File: config.mk
export PLATFORM = sky130hd
export DESIGN_NAME = dma_channel_block_burst_ctrl
export DESIGN_NICKNAME = d
export VERILOG_FILES = /design/src/design/dma_chan_pkg.sv /design/src/design/dma_channel_block_burst_ctrl.sv
export SDC_FILE = /design/constraint.sdc
export NUM_CORES = 1
export LEC_CHECK = 0
export ABC_CLOCK_PERIOD_IN_PS = 25900
export BUFFER_PORTS_ARGS = -buffer_cell sky130_fd_sc_hd__buf_2
export CAP_MARGIN = 25
export CORE_ASPECT_RATIO = 0.6
export CORE_UTILIZATION = 50
export DETAILED_ROUTE_END_ITERATION = 12
export GPL_TIMING_DRIVEN = 0
export PLACE_DENSITY = 0.73
export RECOVER_POWER = 50
export REMOVE_ABC_BUFFERS = 1
export SYNTH_ARGS = -nofsm -noshare
export SYNTH_HDL_FRONTEND = slang
export SYNTH_SLANG_ARGS = --single-unit
File: constraint.sdc
create_clock -name clock -period 25.9 [get_ports clock]
set_clock_uncertainty 0.1 [all_clocks]
set_input_delay 1.295 -clock clock [delete_from_list [all_inputs] [get_ports clock]]
set_output_delay 1.295 -clock clock [all_outputs]
set_load 0.005 [all_outputs]
File: src/design/dma_chan_pkg.sv
// Package: register layout, codes, states and bus carriers of one DMA channel
// Behaviour
// - Reload-source bit restores source start address.
// - Error interrupt on overflow, stop, disable.
// - Completion interrupt after proper end.
// - Stop status field records end cause.
// - Destination protection drives protection signals.
// - Source address increments unless fixed.
// - Destination address increments unless fixed.
// - Mode field selects block or burst; demand never starts.
// - Block: request moves group, counts decrement.
// - Block: drop bus request after each group.
// - Block: edges ignored while group runs.
// - Block: new edge accepted after acknowledge.
// - Acknowledge pulses after good destination write.
// - End pulse on any hardware-triggered transfer end.
// - Stop input terminates, also in gap.
// - Stop right after request may idle.
// - Software transfers ignore handshake pins.
// - Burst: one request moves block times transfer.
// - Burst: bus request held without gap.
// - Burst: edges ignored until whole transfer ends.
package dma_chan_pkg;

    // Register offsets (byte addresses)
    localparam logic [7:0] OFF_CFG_A = 8'h00;
    localparam logic [7:0] OFF_CFG_B = 8'h04;
    localparam logic [7:0] OFF_SRC = 8'h08;
    localparam logic [7:0] OFF_DST = 8'h0C;
    localparam logic [7:0] OFF_GLOBAL = 8'h10;

    // Reset values
    localparam logic [31:0] ADDR_RST = 32'h00000000;
    localparam logic [31:0] CFG_RST = 32'h00000000;

    // Mode select codes
    localparam logic [1:0] MODE_BLOCK = 2'h0;
    localparam logic [1:0] MODE_BURST = 2'h1;
    localparam logic [1:0] MODE_DEMAND = 2'h2;

    // Stop status codes
    localparam logic [2:0] SS_NONE = 3'h0;
    localparam logic [2:0] SS_OVERFLOW = 3'h1;
    localparam logic [2:0] SS_STOP = 3'h2;
    localparam logic [2:0] SS_SRC_ERR = 3'h3;
    localparam logic [2:0] SS_DST_ERR = 3'h4;
    localparam logic [2:0] SS_NORMAL = 3'h5;
    localparam logic [2:0] SS_DISCONT = 3'h7;

    // Trigger select codes
    localparam logic [4:0] TRIG_SW = 5'h00;
    localparam logic [4:0] TRIG_EXT_RISE = 5'h0E;
    localparam logic [4:0] TRIG_EXT_FALL = 5'h0F;

    // Bus codes
    localparam logic [1:0] HTRANS_IDLE = 2'h0;
    localparam logic [1:0] HTRANS_NONSEQ = 2'h2;
    localparam logic [1:0] HRESP_OKAY = 2'h0;
    localparam logic [1:0] HRESP_ERROR = 2'h1;

    typedef struct packed {
        logic channel_enable;
        logic rsv30;
        logic sw_trigger;
        logic [4:0] trigger_select;
        logic [3:0] rsv23;
        logic [3:0] block_count;
        logic [15:0] transfer_count;
    } cfg_a_s;

    typedef struct packed {
        logic [1:0] transfer_type;
        logic [1:0] mode_select;
        logic [1:0] xfer_width;
        logic fixed_src;
        logic fixed_dst;
        logic reload_count;
        logic reload_src_en;
        logic reload_dst_en;
        logic error_irq_en;
        logic completion_irq_en;
        logic [2:0] stop_status;
        logic [3:0] src_protect_code;
        logic [3:0] dst_protect_code;
        logic [7:0] rsv;
    } cfg_b_s;

    typedef struct packed {
        logic hbusreq;
        logic [1:0] htrans;
        logic [31:0] haddr;
        logic hwrite;
        logic [2:0] hsize;
        logic [3:0] hprot;
        logic [31:0] hwdata;
    } ahb_out_s;

    typedef struct packed {
        logic hgrant;
        logic hready;
        logic [1:0] hresp;
        logic [31:0] hrdata;
    } ahb_in_s;

    typedef enum logic [3:0] {
        PH_IDLE,
        PH_BUSREQ,
        PH_SRC_ADDR,
        PH_SRC_DATA,
        PH_DST_ADDR,
        PH_DST_DATA,
        PH_GAP
    } phase_e;

endpackage

File: src/design/dma_channel_block_burst_ctrl.sv
// Single DMA channel: registers, trigger logic and bus master sequencer
`timescale 1ns/100ps
module dma_channel_block_burst_ctrl
    import dma_chan_pkg::*;
(
    // Clock and reset
    input wire logic clock,
    input wire logic rst_b,
    // Register port
    input wire logic [7:0] reg_addr,
    input wire logic [31:0] reg_wdata,
    input wire logic reg_wr,
    input wire logic reg_rd,
    output logic [31:0] reg_rdata,
    // Bus master
    output ahb_out_s ahb_out,
    input wire ahb_in_s ahb_in,
    // Requester handshake
    input wire logic ext_xfer_request,
    input wire logic ext_force_stop,
    output logic ext_xfer_ack,
    output logic ext_end_pulse,
    input wire logic [15:0] periph_xfer_request,
    input wire logic [15:0] periph_force_stop,
    output logic [15:0] periph_xfer_ack,
    output logic [15:0] periph_end_pulse,
    // Interrupt level
    output logic channel_interrupt
);

    typedef struct packed {
        phase_e phase;
        cfg_a_s cfg_a;
        cfg_b_s cfg_b;
        logic global_enable;
        logic [31:0] src_addr;
        logic [31:0] dst_addr;
        logic [31:0] src_start;
        logic [31:0] dst_start;
        logic [3:0] bc_start;
        logic [31:0] data_buf;
        logic hw_trig;
        logic [4:0] run_sel;
        logic [33:0] sync1;
        logic [33:0] sync2;
        logic [33:0] sync3;
        logic [33:0] filt;
        logic req_prev;
        logic ack;
        logic eop;
        logic irq;
        logic dph;
        logic [31:0] rd_data;
        ahb_out_s bus;
    } chan_state_s;

    logic rst_meta_r;
    logic rst_sync_b_r;
    chan_state_s q_r;
    chan_state_s q_nxt;

    // Reset is released through two flops so the struct leaves reset cleanly
    always_ff @(posedge clock or negedge rst_b) begin
        if (!rst_b) begin
            rst_meta_r <= 1'b0;
            rst_sync_b_r <= 1'b0;
        end else begin
            rst_meta_r <= 1'b1;
            rst_sync_b_r <= rst_meta_r;
        end
    end

    always_ff @(posedge clock or negedge rst_sync_b_r) begin
        if (!rst_sync_b_r) begin
            q_r <= '0;
        end else begin
            q_r <= q_nxt;
        end
    end

    // Combinational view of selected trigger
    logic [15:0] preq_lvl;
    logic [15:0] pstop_lvl;
    logic sel_ext;
    logic sel_per;
    logic sel_hw;
    logic req_lvl;
    logic req_edge;
    logic stop_lvl;
    logic run_ext;
    logic run_per;

    always_comb begin
        preq_lvl = q_r.filt[17:2];
        pstop_lvl = q_r.filt[33:18];
        sel_ext = (q_r.cfg_a.trigger_select == TRIG_EXT_RISE) ||
            (q_r.cfg_a.trigger_select == TRIG_EXT_FALL);
        sel_per = q_r.cfg_a.trigger_select[4];
        sel_hw = sel_ext || sel_per;
        // Falling-edge code inverts the pin so one edge detector serves all
        if (sel_per) begin
            req_lvl = preq_lvl[q_r.cfg_a.trigger_select[3:0]];
        end else if (q_r.cfg_a.trigger_select == TRIG_EXT_FALL) begin
            req_lvl = !q_r.filt[0];
        end else begin
            req_lvl = sel_ext && q_r.filt[0];
        end

        req_edge = req_lvl && !q_r.req_prev;

        run_ext = !q_r.run_sel[4];
        run_per = q_r.run_sel[4];
        if (run_per) begin
            stop_lvl = q_r.hw_trig && pstop_lvl[q_r.run_sel[3:0]];
        end else begin
            stop_lvl = q_r.hw_trig && q_r.filt[1];
        end
    end

    logic enabled;
    logic [32:0] src_sum;
    logic [32:0] dst_sum;
    logic [32:0] step;
    logic data_rdy;

    always_comb begin
        enabled = q_r.cfg_a.channel_enable && q_r.global_enable;
        step = 33'h000000001 << q_r.cfg_b.xfer_width;
        src_sum = {1'b0, q_r.src_addr} + step;
        dst_sum = {1'b0, q_r.dst_addr} + step;

        // Data phase is the cycle after the address phase
        data_rdy = q_r.dph && ahb_in.hready;
    end

    always_comb begin
        q_nxt = q_r;
        q_nxt.ack = 1'b0;
        q_nxt.eop = 1'b0;
        q_nxt.rd_data = 32'h00000000;
        q_nxt.bus.htrans = HTRANS_IDLE;
        q_nxt.dph = 1'b0;



        // Three-flop sync; a level counts once stages two and three agree
        q_nxt.sync1 = {periph_force_stop, periph_xfer_request,
            ext_force_stop, ext_xfer_request};
        q_nxt.sync2 = q_r.sync1;
        q_nxt.sync3 = q_r.sync2;
        q_nxt.filt = (q_r.sync2 & q_r.sync3) |
            (q_r.filt & (q_r.sync2 ^ q_r.sync3));
        // Edges not looked at during a run are dropped on purpose
        q_nxt.req_prev = req_lvl;


        // Register writes
        if (reg_wr) begin
            unique case (reg_addr)
                OFF_CFG_A: begin
                    q_nxt.cfg_a = reg_wdata;
                    q_nxt.cfg_a.rsv30 = 1'b0;
                    q_nxt.cfg_a.rsv23 = 4'h0;
                end
                OFF_CFG_B: begin
                    q_nxt.cfg_b = reg_wdata;
                    q_nxt.cfg_b.rsv = 8'h00;
                    // Status can only be cleared, never loaded
                    if (reg_wdata[18:16] != SS_NONE) begin
                        q_nxt.cfg_b.stop_status = q_r.cfg_b.stop_status;
                    end else begin
                        q_nxt.cfg_b.stop_status = SS_NONE;
                    end
                end
                OFF_SRC: q_nxt.src_addr = reg_wdata;
                OFF_DST: q_nxt.dst_addr = reg_wdata;
                OFF_GLOBAL: q_nxt.global_enable = reg_wdata[0];
                default: ;
            endcase
        end


        // Register reads, answered next cycle
        if (reg_rd) begin
            unique case (reg_addr)
                OFF_CFG_A: q_nxt.rd_data = q_r.cfg_a;
                OFF_CFG_B: q_nxt.rd_data = q_r.cfg_b;
                OFF_SRC: q_nxt.rd_data = q_r.src_addr;
                OFF_DST: q_nxt.rd_data = q_r.dst_addr;
                OFF_GLOBAL: q_nxt.rd_data = {31'h00000000, q_r.global_enable};
                default: q_nxt.rd_data = 32'h00000000;
            endcase
        end


        // Sequencer; hardware status updates below win over a clearing write
        unique case (q_r.phase)
            PH_IDLE: begin
                q_nxt.bus.hbusreq = 1'b0;
                // Demand and reserved modes never start here
                if (enabled && (q_r.cfg_b.mode_select == MODE_BLOCK ||
                    q_r.cfg_b.mode_select == MODE_BURST)) begin
                    if (q_r.cfg_a.sw_trigger &&
                        q_r.cfg_a.trigger_select == TRIG_SW) begin
                        q_nxt.hw_trig = 1'b0;
                        q_nxt.run_sel = q_r.cfg_a.trigger_select;
                        q_nxt.src_start = q_r.src_addr;
                        q_nxt.dst_start = q_r.dst_addr;
                        q_nxt.bc_start = q_r.cfg_a.block_count;
                        q_nxt.phase = PH_BUSREQ;
                    end else if (!q_r.cfg_a.sw_trigger && sel_hw &&
                        req_edge) begin
                        q_nxt.hw_trig = 1'b1;
                        q_nxt.run_sel = q_r.cfg_a.trigger_select;
                        q_nxt.src_start = q_r.src_addr;
                        q_nxt.dst_start = q_r.dst_addr;
                        q_nxt.bc_start = q_r.cfg_a.block_count;
                        q_nxt.phase = PH_BUSREQ;
                    end
                end
            end

            PH_BUSREQ: begin
                q_nxt.bus.hbusreq = 1'b1;
                // Stop while waiting for the bus ends the run before the next beat
                if (stop_lvl) begin
                    q_nxt.cfg_b.stop_status = SS_STOP;
                    q_nxt.eop = q_r.hw_trig;
                    q_nxt.cfg_a.sw_trigger = 1'b0;
                    q_nxt.bus.hbusreq = 1'b0;
                    q_nxt.phase = PH_IDLE;
                end else if (ahb_in.hgrant && ahb_in.hready) begin
                    q_nxt.phase = PH_SRC_ADDR;
                end
            end

            PH_SRC_ADDR: begin
                q_nxt.bus.htrans = HTRANS_NONSEQ;
                q_nxt.bus.haddr = q_r.src_addr;
                q_nxt.bus.hwrite = 1'b0;
                q_nxt.bus.hsize = {1'b0, q_r.cfg_b.xfer_width};
                q_nxt.bus.hprot = q_r.cfg_b.src_protect_code;
                q_nxt.phase = PH_SRC_DATA;
            end

            PH_SRC_DATA: begin
                // One beat in flight, so the address phase never waits
                q_nxt.dph = !q_r.dph || !ahb_in.hready;
                if (data_rdy) begin
                    if (ahb_in.hresp == HRESP_OKAY) begin
                        q_nxt.data_buf = ahb_in.hrdata;
                        q_nxt.phase = PH_DST_ADDR;
                        if (!q_r.cfg_b.fixed_src) begin
                            q_nxt.src_addr = src_sum[31:0];
                        end
                    end else if (ahb_in.hresp == HRESP_ERROR) begin
                        q_nxt.cfg_b.stop_status = SS_SRC_ERR;
                        q_nxt.eop = q_r.hw_trig;
                        q_nxt.cfg_a.sw_trigger = 1'b0;
                        q_nxt.bus.hbusreq = 1'b0;
                        q_nxt.phase = PH_IDLE;
                    end else begin
                        // Retry or split: reissue the same source beat
                        q_nxt.phase = PH_BUSREQ;
                    end
                end
            end

            PH_DST_ADDR: begin
                q_nxt.bus.htrans = HTRANS_NONSEQ;
                q_nxt.bus.haddr = q_r.dst_addr;
                q_nxt.bus.hwrite = 1'b1;
                q_nxt.bus.hsize = {1'b0, q_r.cfg_b.xfer_width};
                q_nxt.bus.hprot = q_r.cfg_b.dst_protect_code;
                q_nxt.bus.hwdata = q_r.data_buf;
                q_nxt.phase = PH_DST_DATA;
            end

            PH_DST_DATA: begin
                q_nxt.dph = !q_r.dph || !ahb_in.hready;
                if (data_rdy && ahb_in.hresp == HRESP_ERROR) begin
                    q_nxt.cfg_b.stop_status = SS_DST_ERR;
                    q_nxt.eop = q_r.hw_trig;
                    q_nxt.cfg_a.sw_trigger = 1'b0;
                    q_nxt.bus.hbusreq = 1'b0;
                    q_nxt.phase = PH_IDLE;
                end else if (data_rdy && ahb_in.hresp != HRESP_OKAY) begin
                    q_nxt.phase = PH_BUSREQ;
                end else if (data_rdy) begin
                    q_nxt.ack = q_r.hw_trig;
                    if (!q_r.cfg_b.fixed_dst) begin
                        q_nxt.dst_addr = dst_sum[31:0];
                    end
                    if ((!q_r.cfg_b.fixed_src && src_sum[32]) ||
                        (!q_r.cfg_b.fixed_dst && dst_sum[32])) begin
                        q_nxt.cfg_b.stop_status = SS_OVERFLOW;
                        q_nxt.eop = q_r.hw_trig;
                        q_nxt.cfg_a.sw_trigger = 1'b0;
                        q_nxt.bus.hbusreq = 1'b0;
                        q_nxt.phase = PH_IDLE;
                    end else if (stop_lvl) begin
                        q_nxt.cfg_b.stop_status = SS_STOP;
                        q_nxt.eop = 1'b1;
                        q_nxt.bus.hbusreq = 1'b0;
                        q_nxt.phase = PH_IDLE;
                    end else if (q_r.cfg_a.block_count != 4'h0) begin
                        q_nxt.cfg_a.block_count =
                            q_r.cfg_a.block_count - 4'h1;
                        q_nxt.phase = PH_BUSREQ;
                    end else if (q_r.cfg_a.transfer_count != 16'h0000) begin
                        q_nxt.cfg_a.transfer_count =
                            q_r.cfg_a.transfer_count - 16'h0001;
                        q_nxt.cfg_a.block_count = q_r.bc_start;
                        if (q_r.cfg_b.mode_select == MODE_BURST) begin
                            q_nxt.phase = PH_BUSREQ;
                        end else begin
                            q_nxt.bus.hbusreq = 1'b0;
                            q_nxt.phase = PH_GAP;
                        end
                    end else begin
                        q_nxt.cfg_b.stop_status = SS_NORMAL;
                        q_nxt.eop = q_r.hw_trig;
                        q_nxt.cfg_a.sw_trigger = 1'b0;
                        q_nxt.bus.hbusreq = 1'b0;
                        q_nxt.phase = PH_IDLE;
                        if (q_r.cfg_b.reload_src_en) begin
                            q_nxt.src_addr = q_r.src_start;
                        end
                        if (q_r.cfg_b.reload_dst_en) begin
                            q_nxt.dst_addr = q_r.dst_start;
                        end
                    end
                end
            end

            PH_GAP: begin
                // Bus request dropped; register changes act here
                q_nxt.bus.hbusreq = 1'b0;
                if (stop_lvl) begin
                    q_nxt.cfg_b.stop_status = SS_STOP;
                    q_nxt.eop = 1'b1;
                    q_nxt.phase = PH_IDLE;
                end else if (!enabled ||
                    (!q_r.hw_trig && !q_r.cfg_a.sw_trigger)) begin
                    q_nxt.cfg_b.stop_status = SS_DISCONT;
                    q_nxt.eop = q_r.hw_trig;
                    q_nxt.cfg_a.sw_trigger = 1'b0;
                    q_nxt.phase = PH_IDLE;
                end else if (!q_r.hw_trig || req_edge) begin
                    q_nxt.phase = PH_BUSREQ;
                end
            end
        endcase


        // Interrupt level follows status and enables
        unique case (q_nxt.cfg_b.stop_status)
            SS_OVERFLOW, SS_STOP, SS_SRC_ERR, SS_DST_ERR, SS_DISCONT:
                q_nxt.irq = q_nxt.cfg_b.error_irq_en;
            SS_NORMAL:
                q_nxt.irq = q_nxt.cfg_b.completion_irq_en;
            default:
                q_nxt.irq = 1'b0;
        endcase
    end

    // Outputs
    always_comb begin
        reg_rdata = q_r.rd_data;
        ahb_out = q_r.bus;
        channel_interrupt = q_r.irq;
        // Pulses reach only the requester that started the run
        ext_xfer_ack = q_r.ack && run_ext;
        ext_end_pulse = q_r.eop && run_ext;
        periph_xfer_ack = {15'h0000, q_r.ack && run_per} << q_r.run_sel[3:0];
        periph_end_pulse = {15'h0000, q_r.eop && run_per} << q_r.run_sel[3:0];
    end

endmodule // dma_channel_block_burst_ctrl
# Word level (Yosys, flattened, before mapping)
# Index checks and enable logic that the tools add are counted.
# totals
inputBits,114
word_cells,275
regBits,476
# op_classes
bitwise_logic,4
n_reduce_logical,59
shifts,3
add_sub_neg,4
muxes,124
eq_ne,32
magnitude_cmp,2
# op_table
operator,count
64-bit two-way mux,7
32-bit two-way mux,11
32-bit one-hot mux with 5 select lines,1
20-bit two-way mux,7
68-bit two-way mux,2
127-bit two-way mux,1
42-bit one-hot mux with 2 select lines,1
4-bit two-way mux,18
34-bit bitwise AND,2
32-bit by 33-bit adder with 33-bit output,2
32-bit one-hot mux with 2 select lines,1
1-bit two-way mux,46
3-bit two-way mux,15
34-bit OR,1
34-bit bitwise XOR,1
"1-bit by 2-bit << shifter with 33-bit output, first input constant",1
1-bit by 4-bit << shifter with 16-bit output,2
30-bit two-way mux,1
4-bit one-hot mux with 7 select lines,1
1-bit logical AND,20
"8-bit by 4-bit equality test with 1-bit output, second input constant",2
16-bit two-way mux,1
16-bit nonzero test,1
"16-bit by 1-bit subtractor with 16-bit output, second input constant",1
38 further kinds,82

# Logic depth before layout (Yosys ltp)
# logic_depth
depth_word,15
depth_mapped,14

# Least setup slack after synthesis
# No wires, ideal clock.
# synth_path
path_type,input to register
start,input port reg_addr[0]
end,register q_r[387] (netlist bit)
path_stages,10
setup_slack_ps,22098
required_time_ps,25654
setup_ps,146
arrival_ps,3556
cell_sequence,or4_1 > or3_1 > clkbuf_1 > nor3b_2 > nand2_2 > clkbuf_1 > mux2i_1 > nand2_1 > o211ai_1 > o221ai_1
# synth_lines
element,line_no,source
"start, declared",dma_channel_block_burst_ctrl.sv:10,"input wire logic [7:0] reg_addr,"
"end signal, assigned",dma_channel_block_burst_ctrl.sv:77,q_r <= q_nxt;
"end, declared",dma_channel_block_burst_ctrl.sv:59,chan_state_s q_r;

==> impl_metrics.ini <==
[critical_path]
path_cells = clkbuf_1, clkbuf_1
endpoint_kind = asynchronous set/reset pin
r2r_slack_ns = 19.15
rr_worst_depth = 2
r2r_start = rst_sync_b_r$_DFF_PN0_
r2r_end = q_r[433]$_DFFE_PN0P_
required_ns = 25.57
cp.arrival_ns = 6.43
endpoint = q_r[433]$_DFFE_PN0P_
crit_path_frequent_cell = clkbuf_1
cp_top_family = buffers and inverters
cp_slowest_cell = clkbuf_1
crit_start = rst_sync_b_r$_DFF_PN0_
path_max_fanout = 72
criticalPathCategory = flip-flop to asynchronous set/reset pin
path_buf_inv = 2
path_depth = 2
start_kind = flip-flop
cpPeakStageDelay_ns = 2.88

[routing]
drt-vias-per-instance = 6.24
drt_iter0_drc = 2430
detailroute.via_count = 17181
dr.pass1.iters = 7
wl_per_cell_um = 23.6
ant_nets = 0
drc = 0
drt_wl_total_um = 64900

[clock_network]
path_clk_slew_ns = 0.06
cts_resized = 0
post_cts_buffers = 0
clock_path_buffers = 3
clock_sinks = 473
htree_levels = 2
cts_hold_buf = 0
tritoncts = done
cts_root_buffer = clkbuf_16
numCtsBuffers = 46
clk_latency_ns = 0.60

[layout]
drive_above_1_share_pct = 25.9
final_cell_mix = dfrtp_1 (473), nand2_1 (267), buf_2 (252), mux2_2 (163), nor2_1 (109)
fin_cells = 2753
num-nets-final = 2293
final_core_util_pct = 57.9
final_common_cell = dfrtp_1
fin_area_um2 = 25400
area_growth_pct = 13.1

[placed_design]
dp_cells = 2664
placed_area_um2 = 23800
hpwl_um = 45100
dp_slack_ns = 20.68
port_buffers = 253
globalplace.congestion = 0.922

[flow_run]
max-cap-violations = 7

[yosys]
yosysSeqAreaShare_pct = 52.8
syn_area_um2 = 22400
synth_cell_type_count = 78
async_flop_share_pct = 100
yosys_most_used_dff = dfrtp_1
yosysTopAreaCellShare_pct = 52.8
ys_top_cells_by_area = dfrtp_1 (53%), mux2_2 (8.2%), nand2_1 (4.5%)
synth_top_cell_by_area = dfrtp_1
ys_warn_count = 0
syn_inst = 2046
ys_seq_elements = 473
syn_area_per_cell_um2 = 11.0
synth_edf_count = 0

[power_and_ir_drop]
p_leak_nw = 12.5
cellPowerDensity_nw_per_um2 = 84.0
vdd_drop_max_uv = 59.8
finalPower_mw = 2.13

[worst_hold_path]
hold_path_class = flip-flop to flip-flop

[sta]
setup_tns_ns = 0
setup_viol = 0
worstMarginPinSlew_ns = 3.96
slew_viol_final = 447
maxSlewHeadroom_pct = -164
post-route-min-period_ns = 6.75
fmax_mhz = 148
fin_ws_ns = 19.15
hold_violations = 0
whs_ns = 0.246
grt_setup_unrepaired = no
post-route-period-util_pct = 26.1

[global_routing]
antenna_found_initial = 5
gr-total-overflow = 0
grt_use_met1_pct = 42.4
grt_first_pass_wirelength_um = 100000
busiest_layer = met1
grt_max_degree = 76
grt_use_total_pct = 28.5
grt_util_met2_pct = 39.7
grt_pass1_vias = 16886
gr-usage-met3_pct = 10.1

[die]
die-area_um2 = 45700
start_util_pct = 51.2
core_region_area_um2 = 43800
rows = 59
fp.dieW_um = 275
ios = 256
die_y_um = 166

[status]
violations = capacitance limit, slew limit
status = finished, violations left
cell usage after synthesis (30+ instances only):
library cell,number
xnor2_1,30
ha_1,43
nor2_1,115
nand2_1,267
dfrtp_1,473
buf_4,109
nor3_1,32
mux2i_1,50
o21ai_0,69
clkbuf_1,97
a22oi_1,51
mux2_2,163
a21oi_1,62
nand3_1,45
a21o_1,41
report_power, final:
part	switching, mW	leakage (nW)	internal, mW
sequential	0.120	6.22	0.842
clock	0.308	0.846	0.457
combinational	0.230	5.44	0.172
total	0.658	12.5	1.47
sequential cells by signal (all words and copies together) (netlist names):
name	cells
q_r	265
q_nxt	68
rst_meta_r	1
preq_lvl	16
channel_interrupt	1
reg_rdata	32
pstop_lvl	16
ahb_out	73
rst_sync_b_r	1
cell families (layout without fill, tap and decap cells):
family                   Yosys count  count (layout)  synth area share [%]
adder cells (fa/ha/maj)           49              49                  2.76
flip-flops                       473             473                  52.8
AND/OR/NAND/NOR                  572             572                  11.6
buffers and inverters            268             392                  6.50
other                              2               6                0.0335
AO/OA/AOI/OAI                    402             402                  12.8
XOR/XNOR                          58              58                  2.27
multiplexers                     222             222                  11.3
how the worst min path moves through the flow:
stage                           startpoint                    to  slack, ns  depth (start not counted)
global route          q_nxt[210]$_DFF_PN0_  q_nxt[176]$_DFF_PN0_       0.25                          0
finish                q_nxt[208]$_DFF_PN0_  q_nxt[174]$_DFF_PN0_       0.25                          0
global placement      q_nxt[209]$_DFF_PN0_  q_nxt[175]$_DFF_PN0_       0.23                          0
CTS                 rst_sync_b_r$_DFF_PN0_    q_r[109]$_DFF_PN0_       0.25                          0
detailed placement    q_nxt[187]$_DFF_PN0_  q_nxt[153]$_DFF_PN0_       0.23                          0
floorplan             q_nxt[180]$_DFF_PN0_  q_nxt[146]$_DFF_PN0_       0.23                          0
worst reg2reg max path, stage by stage (launching register included):
cell and delay [ns]:
dfrtp_1 1.28, clkbuf_1 1.62, clkbuf_1 2.90
final cells by class:
class	count	area, um^2
sequential	473	11800
tap	579	724
multi-input combinational	1306	9200
timing repair buffer	285	1760
fill	3624	18400
clock buffer	65	1380
antenna	3	7.51
clock inverter	20	363
inverter	22	82.6
layer usage:
metal | up-vias | wire, um
li1 | 7406 | -
met1 | 8585 | 27500
met2 | 1066 | 27200
met3 | 120 | 8880
met4 | 4 | 1250
met5 | - | 28
Power figures use the tool's default switching activity.
